--- src/include/negseq_pkg.sv ---
// constants shared by the negative-sequence overcurrent stage
package negseq_pkg;

    // ----------------------------------------------------------------
    // register byte offsets
    // ----------------------------------------------------------------
    localparam logic [7:0] REG_MODE = 8'h00;
    localparam logic [7:0] REG_START = 8'h04;
    localparam logic [7:0] REG_MULT = 8'h08;
    localparam logic [7:0] REG_MIN_DLY = 8'h0C;
    localparam logic [7:0] REG_FIX_DLY = 8'h10;
    localparam logic [7:0] REG_RST_DLY = 8'h14;
    localparam logic [7:0] REG_STATE = 8'h18;
    localparam logic [7:0] REG_DELAY = 8'h1C;
    localparam logic [7:0] REG_IRQ_STAT = 8'h20;
    localparam logic [7:0] REG_IRQ_CLR = 8'h24;
    localparam logic [7:0] REG_IRQ_EN = 8'h28;

    // ----------------------------------------------------------------
    // field positions (state and interrupt registers share them)
    // ----------------------------------------------------------------
    localparam int BIT_START = 0;
    localparam int BIT_TRIP = 1;

    // ----------------------------------------------------------------
    // operation modes
    // ----------------------------------------------------------------
    localparam logic [3:0] MODE_OFF = 4'h0;
    localparam logic [3:0] MODE_DT = 4'h1;
    localparam logic [3:0] MODE_IEC_LONG = 4'h5;
    localparam logic [3:0] MODE_LAST = 4'hC;

    // ----------------------------------------------------------------
    // setting ranges and reset values
    // ----------------------------------------------------------------
    localparam logic [15:0] START_MIN = 16'h000A;
    localparam logic [15:0] START_MAX = 16'h03E8;
    localparam logic [15:0] START_RST = 16'h0032;
    localparam logic [15:0] MULT_MIN = 16'h0005;
    localparam logic [15:0] MULT_MAX = 16'h05DC;
    localparam logic [15:0] MULT_RST = 16'h0064;
    localparam logic [15:0] DLY_MIN = 16'h0028;
    localparam logic [15:0] RDLY_MIN = 16'h003C;
    localparam logic [15:0] DLY_MAX = 16'hEA60;
    localparam logic [15:0] DLY_RST = 16'h0064;
    localparam logic [15:0] INV_DLY_RST = 16'hFFFF;

    // ----------------------------------------------------------------
    // arithmetic constants
    // ----------------------------------------------------------------
    localparam logic [15:0] CLAMP_RATIO = 16'h0014;
    localparam logic [4:0] DROP_NUM = 5'h13;
    localparam logic [4:0] DROP_DEN = 5'h14;
    localparam logic [31:0] ONE_Q16 = 32'h0001_0000;
    localparam logic [15:0] LN2_ALPHA = 16'h038C;
    localparam logic [15:0] LOG_CORR = 16'h5709;
    localparam logic [47:0] SCALE_DIV = 48'h0000_0001_86A0;

    // ----------------------------------------------------------------
    // timing
    // ----------------------------------------------------------------
    localparam int CLK_PERIOD_NS = 10;
    localparam int TICK_NS = 1000000;
    localparam int MS_CYCLES = TICK_NS / CLK_PERIOD_NS;

endpackage

--- src/include/div_bus_if.sv ---
// request and answer lines between the stage and its divider
`timescale 1ns/1ps
interface div_bus_if #(parameter int W = 48);
    logic req;
    logic [W-1:0] numer;
    logic [W-1:0] denom;
    logic [W-1:0] quot;
    logic done;
    modport client (output req, output numer, output denom, input quot, input done);
    modport server (input req, input numer, input denom, output quot, output done);
endinterface

--- src/logic/negseq_overcurrent_stage.sv ---
// negative-sequence overcurrent timing, decision and registers
//
// Added by the designer: the placing of the registers and the address-and-strobe port.
`timescale 1ns/1ps

module negseq_overcurrent_stage #(
    parameter int MS_CYC = negseq_pkg::MS_CYCLES,
    parameter int DIV_W = 48
) (
    // clock, reset, enable
    input wire logic clk_in,
    input wire logic rst_n_in,
    input wire logic ce_in,
    // measured quantity and user block
    input wire logic [15:0] negseq_current_magnitude_in,
    input wire logic mag_valid_in,
    input wire logic user_block_input_in,
    // register port
    input wire logic [7:0] reg_addr_in,
    input wire logic [31:0] reg_wdata_in,
    input wire logic reg_wr_in,
    input wire logic reg_rd_in,
    output logic [31:0] reg_rdata_out,
    // status outputs
    output logic stage_start_flag_out,
    output logic stage_trip_flag_out,
    output logic general_start_out,
    output logic general_trip_out,
    output logic irq_out
);
    if (MS_CYC < 2 || DIV_W < 44) begin : g_bad_param
        $error("tick length or divider width cannot be served");
    end

    typedef enum logic [2:0] {
        ST_IDLE, ST_RATIO, ST_PREP_C, ST_CURVE, ST_PREP_S, ST_SCALE
    } seq_t;

    // ----------------------------------------------------------------
    // helper functions
    // ----------------------------------------------------------------
    function automatic logic [15:0] clamp16(input logic [31:0] v,
                                            input logic [15:0] lo,
                                            input logic [15:0] hi);
        if (v < {16'h0000, lo}) begin
            return lo;
        end
        if (v > {16'h0000, hi}) begin
            return hi;
        end
        return v[15:0];
    endfunction

    function automatic logic hit(input logic [7:0] a, input logic [7:0] off);
        return a == off;
    endfunction

    // curve k in microseconds, indexed by mode
    function automatic logic [26:0] curve_k(input logic [3:0] m);
        case (m)
            4'h2: return 27'h002_22E0;
            4'h3: return 27'h0CD_FE60;
            4'h4: return 27'h4C4_B400;
            4'h5: return 27'h727_0E00;
            4'h6: return 27'h000_2198;
            4'h7: return 27'h000_C92C;
            4'h8: return 27'h12B_3990;
            4'h9: return 27'h1AE_4C40;
            4'hA: return 27'h001_4FF0;
            4'hB: return 27'h1B3_A370;
            4'hC: return 27'h3D1_A170;
            default: return 27'h000_0000;
        endcase
    endfunction

    // curve c in microseconds
    function automatic logic [19:0] curve_c(input logic [3:0] m);
        case (m)
            4'h6: return 20'h0_4844;
            4'h7: return 20'h1_BD50;
            4'h8: return 20'h7_7DF8;
            4'h9: return 20'h1_DB64;
            4'hA: return 20'h2_D2A8;
            4'hB: return 20'hA_DD40;
            4'hC: return 20'h3_D090;
            default: return 20'h0_0000;
        endcase
    endfunction

    // exponent class: 0 is 0.02, 1 is 1, 2 is 2
    function automatic logic [1:0] curve_a(input logic [3:0] m);
        case (m)
            4'h3, 4'h5: return 2'h1;
            4'h4, 4'h8, 4'h9, 4'hB, 4'hC: return 2'h2;
            default: return 2'h0;
        endcase
    endfunction

    // ----------------------------------------------------------------
    // settings and register writes
    // ----------------------------------------------------------------
    logic [3:0] operation_mode_setting;
    logic [15:0] start_current_setting;
    logic [15:0] time_multiplier_setting;
    logic [15:0] min_delay_setting;
    logic [15:0] fixed_delay_setting;
    logic [15:0] reset_delay_setting;
    logic [1:0] irq_stat;
    logic [1:0] irq_en;

    wire wr_mode = reg_wr_in && hit(reg_addr_in, negseq_pkg::REG_MODE);
    wire wr_start = reg_wr_in && hit(reg_addr_in, negseq_pkg::REG_START);
    wire wr_mult = reg_wr_in && hit(reg_addr_in, negseq_pkg::REG_MULT);
    wire wr_min = reg_wr_in && hit(reg_addr_in, negseq_pkg::REG_MIN_DLY);
    wire wr_fix = reg_wr_in && hit(reg_addr_in, negseq_pkg::REG_FIX_DLY);
    wire wr_rdly = reg_wr_in && hit(reg_addr_in, negseq_pkg::REG_RST_DLY);
    wire wr_clr = reg_wr_in && hit(reg_addr_in, negseq_pkg::REG_IRQ_CLR);
    wire wr_en = reg_wr_in && hit(reg_addr_in, negseq_pkg::REG_IRQ_EN);
    wire mode_ok = reg_wdata_in[31:0] <= {28'h000_0000, negseq_pkg::MODE_LAST};

    // out-of-range values are clamped, and an out-of-range mode write is ignored, so the timer never sees them
    always_ff @(posedge clk_in) begin
        if (!rst_n_in) begin
            operation_mode_setting <= negseq_pkg::MODE_OFF;
            start_current_setting <= negseq_pkg::START_RST;
            time_multiplier_setting <= negseq_pkg::MULT_RST;
            min_delay_setting <= negseq_pkg::DLY_RST;
            fixed_delay_setting <= negseq_pkg::DLY_RST;
            reset_delay_setting <= negseq_pkg::DLY_RST;
            irq_en <= 2'h0;
        end else if (ce_in) begin
            if (wr_mode && mode_ok) begin
                operation_mode_setting <= reg_wdata_in[3:0];
            end
            if (wr_start) begin
                start_current_setting <= clamp16(reg_wdata_in,
                    negseq_pkg::START_MIN, negseq_pkg::START_MAX);
            end
            if (wr_mult) begin
                time_multiplier_setting <= clamp16(reg_wdata_in,
                    negseq_pkg::MULT_MIN, negseq_pkg::MULT_MAX);
            end
            if (wr_min) begin
                min_delay_setting <= clamp16(reg_wdata_in,
                    negseq_pkg::DLY_MIN, negseq_pkg::DLY_MAX);
            end
            if (wr_fix) begin
                fixed_delay_setting <= clamp16(reg_wdata_in,
                    negseq_pkg::DLY_MIN, negseq_pkg::DLY_MAX);
            end
            if (wr_rdly) begin
                reset_delay_setting <= clamp16(reg_wdata_in,
                    negseq_pkg::RDLY_MIN, negseq_pkg::DLY_MAX);
            end
            if (wr_en) begin
                irq_en <= reg_wdata_in[1:0];
            end
        end
    end

    // ----------------------------------------------------------------
    // mode decode and start decision
    // ----------------------------------------------------------------
    logic [15:0] g_q;
    logic start_q;
    logic trip_q;
    wire active = operation_mode_setting != negseq_pkg::MODE_OFF
                  && !user_block_input_in;
    wire is_dt = operation_mode_setting == negseq_pkg::MODE_DT;
    wire is_inv = active && !is_dt;
    wire is_iec = operation_mode_setting <= negseq_pkg::MODE_IEC_LONG;
    wire [20:0] g_drop = 21'(g_q) * 21'(negseq_pkg::DROP_DEN);
    wire [20:0] s_drop = 21'(start_current_setting) * 21'(negseq_pkg::DROP_NUM);
    wire pick = g_q > start_current_setting;
    wire drop = g_drop < s_drop; // reset ratio 0.95 avoids chatter
    wire next_start = active && (pick || (start_q && !drop));

    // latch each new magnitude from the upstream calculation
    always_ff @(posedge clk_in) begin
        if (!rst_n_in) begin
            g_q <= 16'h0000;
            start_q <= 1'b0;
        end else if (ce_in) begin
            if (mag_valid_in) begin
                g_q <= negseq_current_magnitude_in;
            end
            start_q <= next_start;
        end
    end

    // ----------------------------------------------------------------
    // inverse characteristic arithmetic
    // ----------------------------------------------------------------
    div_bus_if #(.W(DIV_W)) div_bus ();
    seq_t seq;
    logic div_req;
    logic [20:0] m_q;
    logic [31:0] tus_q;
    logic [15:0] inv_dly_q;

    // ratio is clamped at twenty times the setting
    wire [15:0] g_lim = 16'(start_current_setting * negseq_pkg::CLAMP_RATIO);
    wire [15:0] g_c = g_q > g_lim ? g_lim : g_q;

    // log2 of the ratio: leading one plus a parabolic mantissa fix
    logic [4:0] msb;
    always_comb begin
        msb = 5'h00;
        for (int i = 0; i < 21; i++) begin
            if (m_q[i]) begin
                msb = 5'(i);
            end
        end
    end
    wire [41:0] m_norm = 42'(m_q) << (5'h14 - msb);
    wire [15:0] frac = m_norm[19:4];
    wire [31:0] fpart = (32'(frac) * (32'h0001_0000 - 32'(frac))) >> 16;
    wire [31:0] fcorr = 32'((48'(fpart) * 48'(negseq_pkg::LOG_CORR)) >> 16);
    wire [31:0] lg2 = ({27'h000_0000, msb - 5'h10} << 16) + 32'(frac) + fcorr;

    // power term minus one, Q16
    wire [41:0] m_sq = 42'(m_q) * 42'(m_q);
    wire [31:0] x_a0 = 32'((48'(lg2) * 48'(negseq_pkg::LN2_ALPHA)) >> 16);
    wire [31:0] x_a1 = 32'(m_q) - negseq_pkg::ONE_Q16;
    wire [31:0] x_a2 = 32'(m_sq >> 16) - negseq_pkg::ONE_Q16;
    wire [1:0] a_cls = curve_a(operation_mode_setting);
    wire [31:0] x_raw = a_cls == 2'h2 ? x_a2 : (a_cls == 2'h1 ? x_a1 : x_a0);
    wire [31:0] x_term = x_raw == 32'h0000_0000 ? 32'h0000_0001 : x_raw;

    // operands by phase of the sequence
    always_comb begin
        case (seq)
            ST_RATIO: begin
                div_bus.numer = DIV_W'({g_c, 16'h0000});
                div_bus.denom = DIV_W'(start_current_setting);
            end
            ST_CURVE: begin
                div_bus.numer = DIV_W'({curve_k(operation_mode_setting), 16'h0000});
                div_bus.denom = DIV_W'(x_term);
            end
            default: begin
                div_bus.numer = DIV_W'(48'(tus_q) * 48'(time_multiplier_setting));
                div_bus.denom = DIV_W'(negseq_pkg::SCALE_DIV);
            end
        endcase
    end
    assign div_bus.req = div_req;

    seq_divider #(.W(DIV_W)) u_div (
        .clk_in(clk_in),
        .rst_n_in(rst_n_in),
        .ce_in(ce_in),
        .bus(div_bus)
    );

    wire quo_big = |div_bus.quot[DIV_W-1:32];
    wire [31:0] quo32 = quo_big ? 32'hFFFF_FFFF : div_bus.quot[31:0];
    wire [32:0] t_sum = 33'(quo32) + 33'(curve_c(operation_mode_setting));
    wire [15:0] t_ms = quo_big || (|quo32[31:16]) ? 16'hFFFF : quo32[15:0];
    wire [15:0] t_lim = t_ms < min_delay_setting ? min_delay_setting : t_ms;

    // a fresh sample in an inverse mode starts ratio, curve and scaling divisions if the sequence is idle
    always_ff @(posedge clk_in) begin
        if (!rst_n_in) begin
            seq <= ST_IDLE;
            div_req <= 1'b0;
            m_q <= 21'h00_0000;
            tus_q <= 32'h0000_0000;
            inv_dly_q <= negseq_pkg::INV_DLY_RST;
        end else if (ce_in) begin
            div_req <= 1'b0;
            case (seq)
                ST_IDLE: begin
                    if (mag_valid_in && is_inv) begin
                        seq <= ST_RATIO;
                        div_req <= 1'b1;
                    end
                end
                ST_RATIO: begin
                    if (div_bus.done) begin
                        m_q <= 21'(div_bus.quot);
                        seq <= ST_PREP_C;
                    end
                end
                ST_PREP_C: begin
                    seq <= ST_CURVE;
                    div_req <= 1'b1;
                end
                ST_CURVE: begin
                    if (div_bus.done) begin
                        tus_q <= t_sum[32] ? 32'hFFFF_FFFF : t_sum[31:0];
                        seq <= ST_PREP_S;
                    end
                end
                ST_PREP_S: begin
                    seq <= ST_SCALE;
                    div_req <= 1'b1;
                end
                ST_SCALE: begin
                    if (div_bus.done) begin
                        inv_dly_q <= t_lim;
                        seq <= ST_IDLE;
                    end
                end
                default: begin
                    seq <= ST_IDLE;
                end
            endcase
        end
    end

    // ----------------------------------------------------------------
    // delay accumulator and trip
    // ----------------------------------------------------------------
    logic [31:0] ms_cnt;
    logic [15:0] acc;
    logic [15:0] rst_cnt;
    wire ms_tick = ms_cnt == 32'(MS_CYC - 1);
    wire [15:0] delay_ms = is_dt ? fixed_delay_setting : inv_dly_q;
    wire next_trip = next_start && acc >= delay_ms;

    // one millisecond step keeps the error well inside 15 ms
    always_ff @(posedge clk_in) begin
        if (!rst_n_in) begin
            ms_cnt <= 32'h0000_0000;
            acc <= 16'h0000;
            rst_cnt <= 16'h0000;
            trip_q <= 1'b0;
        end else if (ce_in) begin
            ms_cnt <= ms_tick ? 32'h0000_0000 : ms_cnt + 32'h0000_0001;
            trip_q <= next_trip;
            if (!active) begin
                acc <= 16'h0000;
                rst_cnt <= 16'h0000;
            end else if (start_q) begin
                rst_cnt <= 16'h0000;
                if (ms_tick && acc < delay_ms) begin
                    acc <= acc + 16'h0001;
                end
            end else if (is_iec && !is_dt && acc != 16'h0000) begin
                if (ms_tick) begin
                    rst_cnt <= rst_cnt + 16'h0001;
                    if (rst_cnt + 16'h0001 >= reset_delay_setting) begin
                        acc <= 16'h0000;
                        rst_cnt <= 16'h0000;
                    end
                end
            end else begin
                acc <= 16'h0000;
                rst_cnt <= 16'h0000;
            end
        end
    end

    assign stage_start_flag_out = start_q;
    assign stage_trip_flag_out = trip_q;
    assign general_start_out = start_q;
    assign general_trip_out = trip_q;

    // ----------------------------------------------------------------
    // interrupts and read-back
    // ----------------------------------------------------------------
    logic [1:0] flags_d;
    wire [1:0] rise = {trip_q, start_q} & ~flags_d;
    wire [1:0] clr_mask = wr_clr ? reg_wdata_in[1:0] : 2'h0;
    wire [1:0] next_irq_stat = (irq_stat & ~clr_mask) | rise; // set beats clear
    logic [31:0] rd_mux;

    always_comb begin
        rd_mux = 32'h0000_0000;
        case (reg_addr_in)
            negseq_pkg::REG_MODE: rd_mux = 32'(operation_mode_setting);
            negseq_pkg::REG_START: rd_mux = 32'(start_current_setting);
            negseq_pkg::REG_MULT: rd_mux = 32'(time_multiplier_setting);
            negseq_pkg::REG_MIN_DLY: rd_mux = 32'(min_delay_setting);
            negseq_pkg::REG_FIX_DLY: rd_mux = 32'(fixed_delay_setting);
            negseq_pkg::REG_RST_DLY: rd_mux = 32'(reset_delay_setting);
            negseq_pkg::REG_STATE: begin
                rd_mux[negseq_pkg::BIT_START] = start_q;
                rd_mux[negseq_pkg::BIT_TRIP] = trip_q;
            end
            negseq_pkg::REG_DELAY: rd_mux = {acc, delay_ms};
            negseq_pkg::REG_IRQ_STAT: rd_mux = 32'(irq_stat);
            negseq_pkg::REG_IRQ_EN: rd_mux = 32'(irq_en);
            default: rd_mux = 32'h0000_0000;
        endcase
    end

    // read data stands only in the cycle after the strobe
    always_ff @(posedge clk_in) begin
        if (!rst_n_in) begin
            flags_d <= 2'h0;
            irq_stat <= 2'h0;
            irq_out <= 1'b0;
            reg_rdata_out <= 32'h0000_0000;
        end else if (ce_in) begin
            flags_d <= {trip_q, start_q};
            irq_stat <= next_irq_stat;
            irq_out <= |(next_irq_stat & irq_en);
            reg_rdata_out <= reg_rd_in ? rd_mux : 32'h0000_0000;
        end
    end
endmodule

--- src/logic/seq_divider.sv ---
// bit-serial restoring divider, one quotient bit per cycle
`timescale 1ns/1ps
module seq_divider #(
    parameter int W = 48
) (
    // clock, reset, enable
    input wire logic clk_in,
    input wire logic rst_n_in,
    input wire logic ce_in,
    // request and answer
    div_bus_if.server bus
);
    if (W < 2) begin : g_bad_w
        $error("divider width too small");
    end

    logic [W:0] rem;
    logic [W-1:0] quo;
    logic [W-1:0] den;
    logic [7:0] cnt;
    logic done;
    wire [W:0] shifted = {rem[W-1:0], quo[W-1]};
    wire fits = shifted >= {1'b0, den};

    // a zero divisor yields all ones, which later saturates
    always_ff @(posedge clk_in) begin
        if (!rst_n_in) begin
            rem <= '0;
            quo <= '0;
            den <= '0;
            cnt <= 8'h00;
            done <= 1'b0;
        end else if (ce_in) begin
            done <= 1'b0;
            if (bus.req) begin
                rem <= '0;
                quo <= bus.numer;
                den <= bus.denom;
                cnt <= 8'(W);
            end else if (cnt != 8'h00) begin
                rem <= fits ? shifted - {1'b0, den} : shifted;
                quo <= {quo[W-2:0], fits};
                cnt <= cnt - 8'h01;
                done <= cnt == 8'h01;
            end
        end
    end

    assign bus.quot = quo;
    assign bus.done = done;
endmodule

--- config.mk ---
export PLATFORM = sky130hd
export DESIGN_NAME = negseq_overcurrent_stage
export DESIGN_NICKNAME = d
export VERILOG_FILES = /design/src/include/negseq_pkg.sv /design/src/include/div_bus_if.sv /design/src/logic/negseq_overcurrent_stage.sv /design/src/logic/seq_divider.sv
export SDC_FILE = /design/constraint.sdc
export NUM_CORES = 2
export LEC_CHECK = 0
export BUFFER_PORTS_ARGS = -buffer_cell sky130_fd_sc_hd__buf_2
export CAP_MARGIN = 20
export CORE_MARGIN = 2
export CORE_UTILIZATION = 50
export DETAILED_ROUTE_END_ITERATION = 7
export GPL_TIMING_DRIVEN = 0
export PLACE_DENSITY_LB_ADDON = 0.08
export SYNTH_ARGS = -nofsm -noshare
export SYNTH_HDL_FRONTEND = slang
export SYNTH_SLANG_ARGS = --single-unit
--- constraint.sdc ---
create_clock -name clk_in -period 30.4 [get_ports clk_in]
set_input_delay 6.08 -clock clk_in [delete_from_list [all_inputs] [get_ports clk_in]]
set_output_delay 6.08 -clock clk_in [all_outputs]
set_load 0.1 [all_outputs]
* Yosys cells after proc, flatten, opt, wreduce, memory -nomap -nowiden
Memory sizes are Yosys's and may differ from the RTL's. A register that Yosys moved wholly into a read port is not among the register bits.
Cells that the tools add are included.
** Storage, ports and cells
- ROM bits :: 400
- Memories kept :: 1
- Bits in writable memories :: 0
- Flip-flop bits (word level) :: 431
- Bits in latches :: 0
** Operators by class
- Mux-type cells :: 127
- Eq/ne operators :: 37
- Reduce and logical (&&, ||, !) cells :: 52
- Bitwise operators :: 6
- $add $sub $neg :: 13
- Div/mod/pow operators :: 0
- Shift operators :: 1
- Multiply operators :: 8
- Order comparisons :: 17
** Memories
- (no name shown) :: depth 16, width 25, rd ports 1, clocked after memory_dff 1, write ports 0, line negseq_overcurrent_stage.sv:60 : case (m)
** Operators by type and width (count)
- $mux 16 :: 33
- $mux 48 :: 5
- $mux 32 :: 7
- $pmux 30 s7 :: 1
- $pmux 20 s7 :: 1
- $pmux 48 s2 :: 1
- $mux 5 :: 14
- $lt 32x6->1 const B :: 2
- $pmux 32 s2 :: 1
- $ge 49x48->1 :: 1
- $mul 32x16->48 :: 1
- $sub 48x48->48 :: 1
- $mux 1 :: 46
- $mul 21x21->42 :: 1
- $add 32x20->33 :: 1
- $add 16x1->16 const B :: 2
- $add 32x1->32 const B :: 1
- $eq 32x17->1 const B :: 1
- $eq 8x5->1 const B :: 4
- $ge 16x16->1 :: 2
- $gt 16x16->1 :: 2
- $gt 32x10->1 const B :: 1
- $gt 32x11->1 const B :: 1
- $gt 32x16->1 const B :: 1
- other kinds (67) :: 130

* Logic depth before layout (Yosys ltp)
- Word-level depth :: 32
- Mapped depth :: 106
- Gate-level depth less buffers :: 100

* Hierarchy
Synthesis repeated with hierarchy kept, for this count alone.
** Unflattened totals
- Cells, all modules :: 9103
- Area total of the unflattened synthesis :: 76155.5 µm²
** By module, submodules not included
- negseq_overcurrent_stage :: area each 66799.1 µm², instances 1, cells an instance 7918, seq. area each 6065.8 µm²
- seq_divider :: area each 9356.5 µm², instances 1, cells an instance 1185, seq. area each 3062.9 µm²

* Least setup slack after synthesis
No wires, ideal clock.
- Kind :: register to register
- Start point :: register m_q[14]
- End point :: register u_div.den[0]
- Arrival :: 22.299 ns
- Setup time :: 0.070 ns
- Period minus slack after synthesis :: 22.369 ns
- Cell stages (with the launch flop) :: 89
- Data required time :: 30.330 ns
- Setup slack :: 8.031 ns
- Cell sequence :: dfxtp_1 -> buf_2 -> nor3_1 -> nor4_1 -> a21o_1 -> buf_2 -> buf_2 -> buf_1 -> ha_1 -> clkbuf_1 -> clkinv_1 -> clkbuf_1 -> mux4_2 -> mux2i_1 -> mux2i_1 -> nand2_1 -> nand4_1 -> nand2b_1 -> (+53 left out) -> ha_1 -> fa_1 -> inv_1 -> fa_1 -> inv_1 -> ha_1 -> or3_1 -> or3_1 -> a31o_2 -> a41oi_1 -> mux2i_1 -> a22oi_1 -> or4_1 -> nor4b_1 -> nand4b_1 -> or4_1 -> or3_1 -> a21oi_1
** On the way
- Word-level cells in the longest chain between the ends :: 19
- Elaborated cells on any way between the ends :: 24
- Classes of those cells :: 7 x add/sub; 4 x mul; 1 x shift; 11 x mux; 1 x reduce/logical
** RTL lines
- from (decl) :: line negseq_overcurrent_stage.sv:197 : logic [20:0] m_q;
- from (signal assigned) :: line negseq_overcurrent_stage.sv:281 : m_q <= 21'(div_bus.quot);
- $mux 5 (7 in a row) :: line negseq_overcurrent_stage.sv:210 : if (m_q[i]) begin
- $sub 5x5->5 :: line negseq_overcurrent_stage.sv:215 : wire [41:0] m_norm = 42'(m_q) << (5'h14 - msb);
- $shl 21x5->20 :: line negseq_overcurrent_stage.sv:215
- $sub 17x16->18 :: line negseq_overcurrent_stage.sv:217 : wire [31:0] fpart = (32'(frac) * (32'h0001_0000 - 32'(frac))) >> 16;
- $mul 17x18->32 :: line negseq_overcurrent_stage.sv:217
- $mul 16x15->31 :: line negseq_overcurrent_stage.sv:218 : wire [31:0] fcorr = 32'((48'(fpart) * 48'(negseq_pkg::LOG_CORR)) >> 16);
- $add 22x15->23 :: line negseq_overcurrent_stage.sv:219 : wire [31:0] lg2 = ({27'h000_0000, msb - 5'h10} << 16) + 32'(frac) + fcorr;
- $mul 23x8->31 :: line negseq_overcurrent_stage.sv:223 : wire [31:0] x_a0 = 32'((48'(lg2) * 48'(negseq_pkg::LN2_ALPHA)) >> 16);
- $mux 32 :: line negseq_overcurrent_stage.sv:227 : wire [31:0] x_raw = a_cls == 2'h2 ? x_a2 : (a_cls == 2'h1 ? x_a1 : x_a0);
- $mux 32 (*) :: line negseq_overcurrent_stage.sv:227
- $logic_not 32->1 :: line negseq_overcurrent_stage.sv:228 : wire [31:0] x_term = x_raw == 32'h0000_0000 ? 32'h0000_0001 : x_raw;
- $mux 32 (*) :: line negseq_overcurrent_stage.sv:228
- $pmux 32 s2 (*) :: line negseq_overcurrent_stage.sv:232 : case (seq)
- to (signal assigned) :: line seq_divider.sv:38 : den <= bus.denom;
- to (decl) :: line seq_divider.sv:19 : logic [W-1:0] den;
Every way passes the cells marked *; elsewhere a longest branch is shown, timed or not.
A chain may end at the register's enable or synchronous reset.

* Worst setup path after layout
Ends and elaborated chain as after synthesis.

==> results.toml <==
[critical_path]
worstSetupPathType = "register to register"
cp-startpoint = "m_q[14]"
crit_required_ns = 30.95
regToRegStartpoint = "m_q[14]"
critPathMaxFanout = 10
crit_path_end = "u_div.den[0]"
critical_path_arrival_ns = 28.76
ff2ff_path_depth = 93
r2r_end = "u_div.den[0]"
r2r_slack_ns = 2.19
crit_path_end_kind = "register"
slowest_delay_ns = 0.80
start_kind = "register"
slowest_stage = "nor2_1"
cpMostUsedCell = "fa_1"

[grt]
grt_pass1_vias = 62600
grt_use_total_pct = 31.6
grt_max_degree = 16
gr-total-overflow = 0
antenna_found_initial = 3
grt_pass1_wl_um = 368000

[power]
power_density_mw_per_mm2 = 88.4
swShare_pct = 53.0
sequentialPowerShare_pct = 8.7
comb_power_share_pct = 82.0
ir_drop_mv = 0.365
p_leak_uw = 0.0390
p_clk_share_pct = 9.3
p_sw_uw = 3670
p_int_uw = 3260

[timing]
fmax_mhz = 35.5
finalHoldViolCount = 0
rsz0062_at_grt = "false"
drv_slew = 0
skew_ns = 0.0823
post-route-period-util_pct = 92.8
relSlewSlack_pct = 15.8
finalWorstSetupSlack_ns = 2.19
worst_pin_slew_ns = 1.25
fin_crit_ns = 28.21
tns_ns = 0
hold-worst-slack_ns = 0.474
finalSetupViolCount = 0

[route]
drt_iter0_drc = 4778
wirelength_um = 237000
via_per_inst = 5.67
drc = 0
dr.pass1.iters = 8
wire_per_inst_um = 21.8
postRouteAntennaNets = 0
num_vias = 61600

[synthesis]
ys_seq_area_share_pct = 11.8
async_flop_share_pct = 0
synth.cell_area_sq_mm = 0.0736
synth_cell_type_count = 94
synthFlopType = "dfxtp_1"
ys_warn_count = 0
synth-seq-cells = 435
syn_inst = 8744
synth_edf_count = 0
syn_avg_cell_area_sq_um = 8.41

[floorplanning]
die_height_um = 388
die_w_um = 388
initial_core_util_pct = 50.4
boundaryPins = 100
core_sq_mm = 0.146
die_area_sq_mm = 0.150
rows = 140

[cells_and_area]
nets = 10900
synthToLayoutAreaGrowth_pct = 6.52
stdcell_count = 10900
final_cell_mix = "inv_1, fa_1, nand2_1"
register_area_sq_mm = 0.00871
multi_input_area_sq_mm = 0.0575
drive_above_1_share_pct = 4.36
final_common_cell = "inv_1"
fillers = 14100

[place]
placed_cells_incl_taps = 10800
port_buffers = 95
gp_congestion = 0.988
dpl_worst_slack_ns = 2.58
dp_hpwl_um = 196000

[job]
maxCapViolations = 0

[cts]
cts-root-buf = "clkbuf_16"
cts_max_level = 2
clockBufferDepth = 3
hold_buffers = 0
ctsResizeCount = 0
path_clk_slew_ns = 0.06
post_cts_buffers = 0
clk-insertion-delay-late_ns = 0.66
tritoncts = "done"
cts.sinks = 435
cts_made_buffers = 49

[outcome]
status = "completed"

[hold_path]
hp-class = "register to register"
min_path_cells = 2
==> layout make-up <==
type,instances,area share [%]
clock inverter,14,0.338
sequential,435,11.1
timing repair buffer,113,0.824
tap,1917,3.06
clock buffer,71,1.81
antenna,8,0.0255
buffer,393,1.91
inverter,1573,7.53
multi-input combinational,6355,73.4
==> layer usage <==
metal | vias up | track usage, % | share of wire, %
met1 | 30500 | 41.6 | 42
met4 | 2 | 12.1 | 4.6
met5 | - | 0 | 0.0055
li1 | 28500 | - | -
met2 | 2177 | 53.0 | 47
met3 | 463 | 3.89 | 6.7
==> synthesized netlist by cell type (44+ instances only) <==
cell type | number | area [sq um]
a21boi_0 | 108 | 811
a21o_1 | 106 | 796
a21oi_1 | 343 | 1720
a22oi_1 | 67 | 503
and2_1 | 245 | 1530
and3_1 | 62 | 388
clkbuf_1 | 358 | 1340
dfxtp_1 | 435 | 8710
fa_1 | 1056 | 21100
ha_1 | 884 | 11100
inv_1 | 1561 | 5860
mux2i_1 | 74 | 741
nand2_1 | 1020 | 3830
nand2b_1 | 69 | 432
nand3_1 | 129 | 646
nand4_1 | 51 | 319
nor2_1 | 473 | 1780
nor2b_1 | 132 | 826
nor3_1 | 90 | 450
o211ai_1 | 65 | 488
o21a_1 | 44 | 330
o21ai_0 | 343 | 1720
or2_2 | 136 | 851
or3_1 | 58 | 363
xnor2_1 | 189 | 1660
xor2_1 | 108 | 946
==> sequential cells by signal, indices dropped and copies added (netlist names), 21 cells and up, named ones only <==
signal          count
ms_cnt             32
u_div.rem          48
reg_rdata_out      32
tus_q              32
m_q                21
u_div.den          27
u_div.bus.quot     48
==> power by group through the flow <==
stage               Combinational [uW]  Clock [uW]  Sequential, uW
finish                            5680         644             601
global placement                  5530           0             612
floorplan                         4190           0             605
detailed placement                5620           0             612
global route                      6500         670             601
CTS                               5670         651             600
==> logic make-up after synthesis <==
kind of cell | synth area share (%)
adder cells (fa/ha/maj) | 43.8
multiplexers | 1.39
buffers and inverters | 10.1
XOR/XNOR | 3.56
flip-flops | 11.8
AO/OA/AOI/OAI | 12.9
AND/OR/NAND/NOR | 16.5
other | 0.0102
==> through the flow <==
stage / total power (uW) / instance area, sq um / utilization, %
finish: 6920 / 78400 / 53.7
CTS: 6920 / 78300 / 53.7
floorplan: 4790 / 73600 / -
detailed placement: 6230 / 76600 / 52.5
global route: 7770 / 78300 / 53.7
global placement: 6140 / 76500 / 52.4
==> worst max-delay path: cells and delay by family (launching register included) <==
family,cells,cell delay (ns)
adder cells (fa/ha/maj),21,9.12
multiplexers,1,0.23
AND/OR/NAND/NOR,15,4.51
buffers and inverters,19,4.15
AO/OA/AOI/OAI,35,8.24
flip-flops,1,0.52
XOR/XNOR,2,1.28
==> worst min path at each step <==
stage                          endpoint          start  slack [ns]
after floorplan           u_div.rem[47]  u_div.rem[47]        0.43
after global placement     u_div.den[8]   u_div.den[8]        0.46
after detailed placement  u_div.rem[47]  u_div.rem[47]        0.46
after CTS                  u_div.den[8]   u_div.den[8]        0.48
after global routing       u_div.den[8]   u_div.den[8]        0.49
final                      u_div.den[8]   u_div.den[8]        0.47
Power figures use the tool's default switching activity.
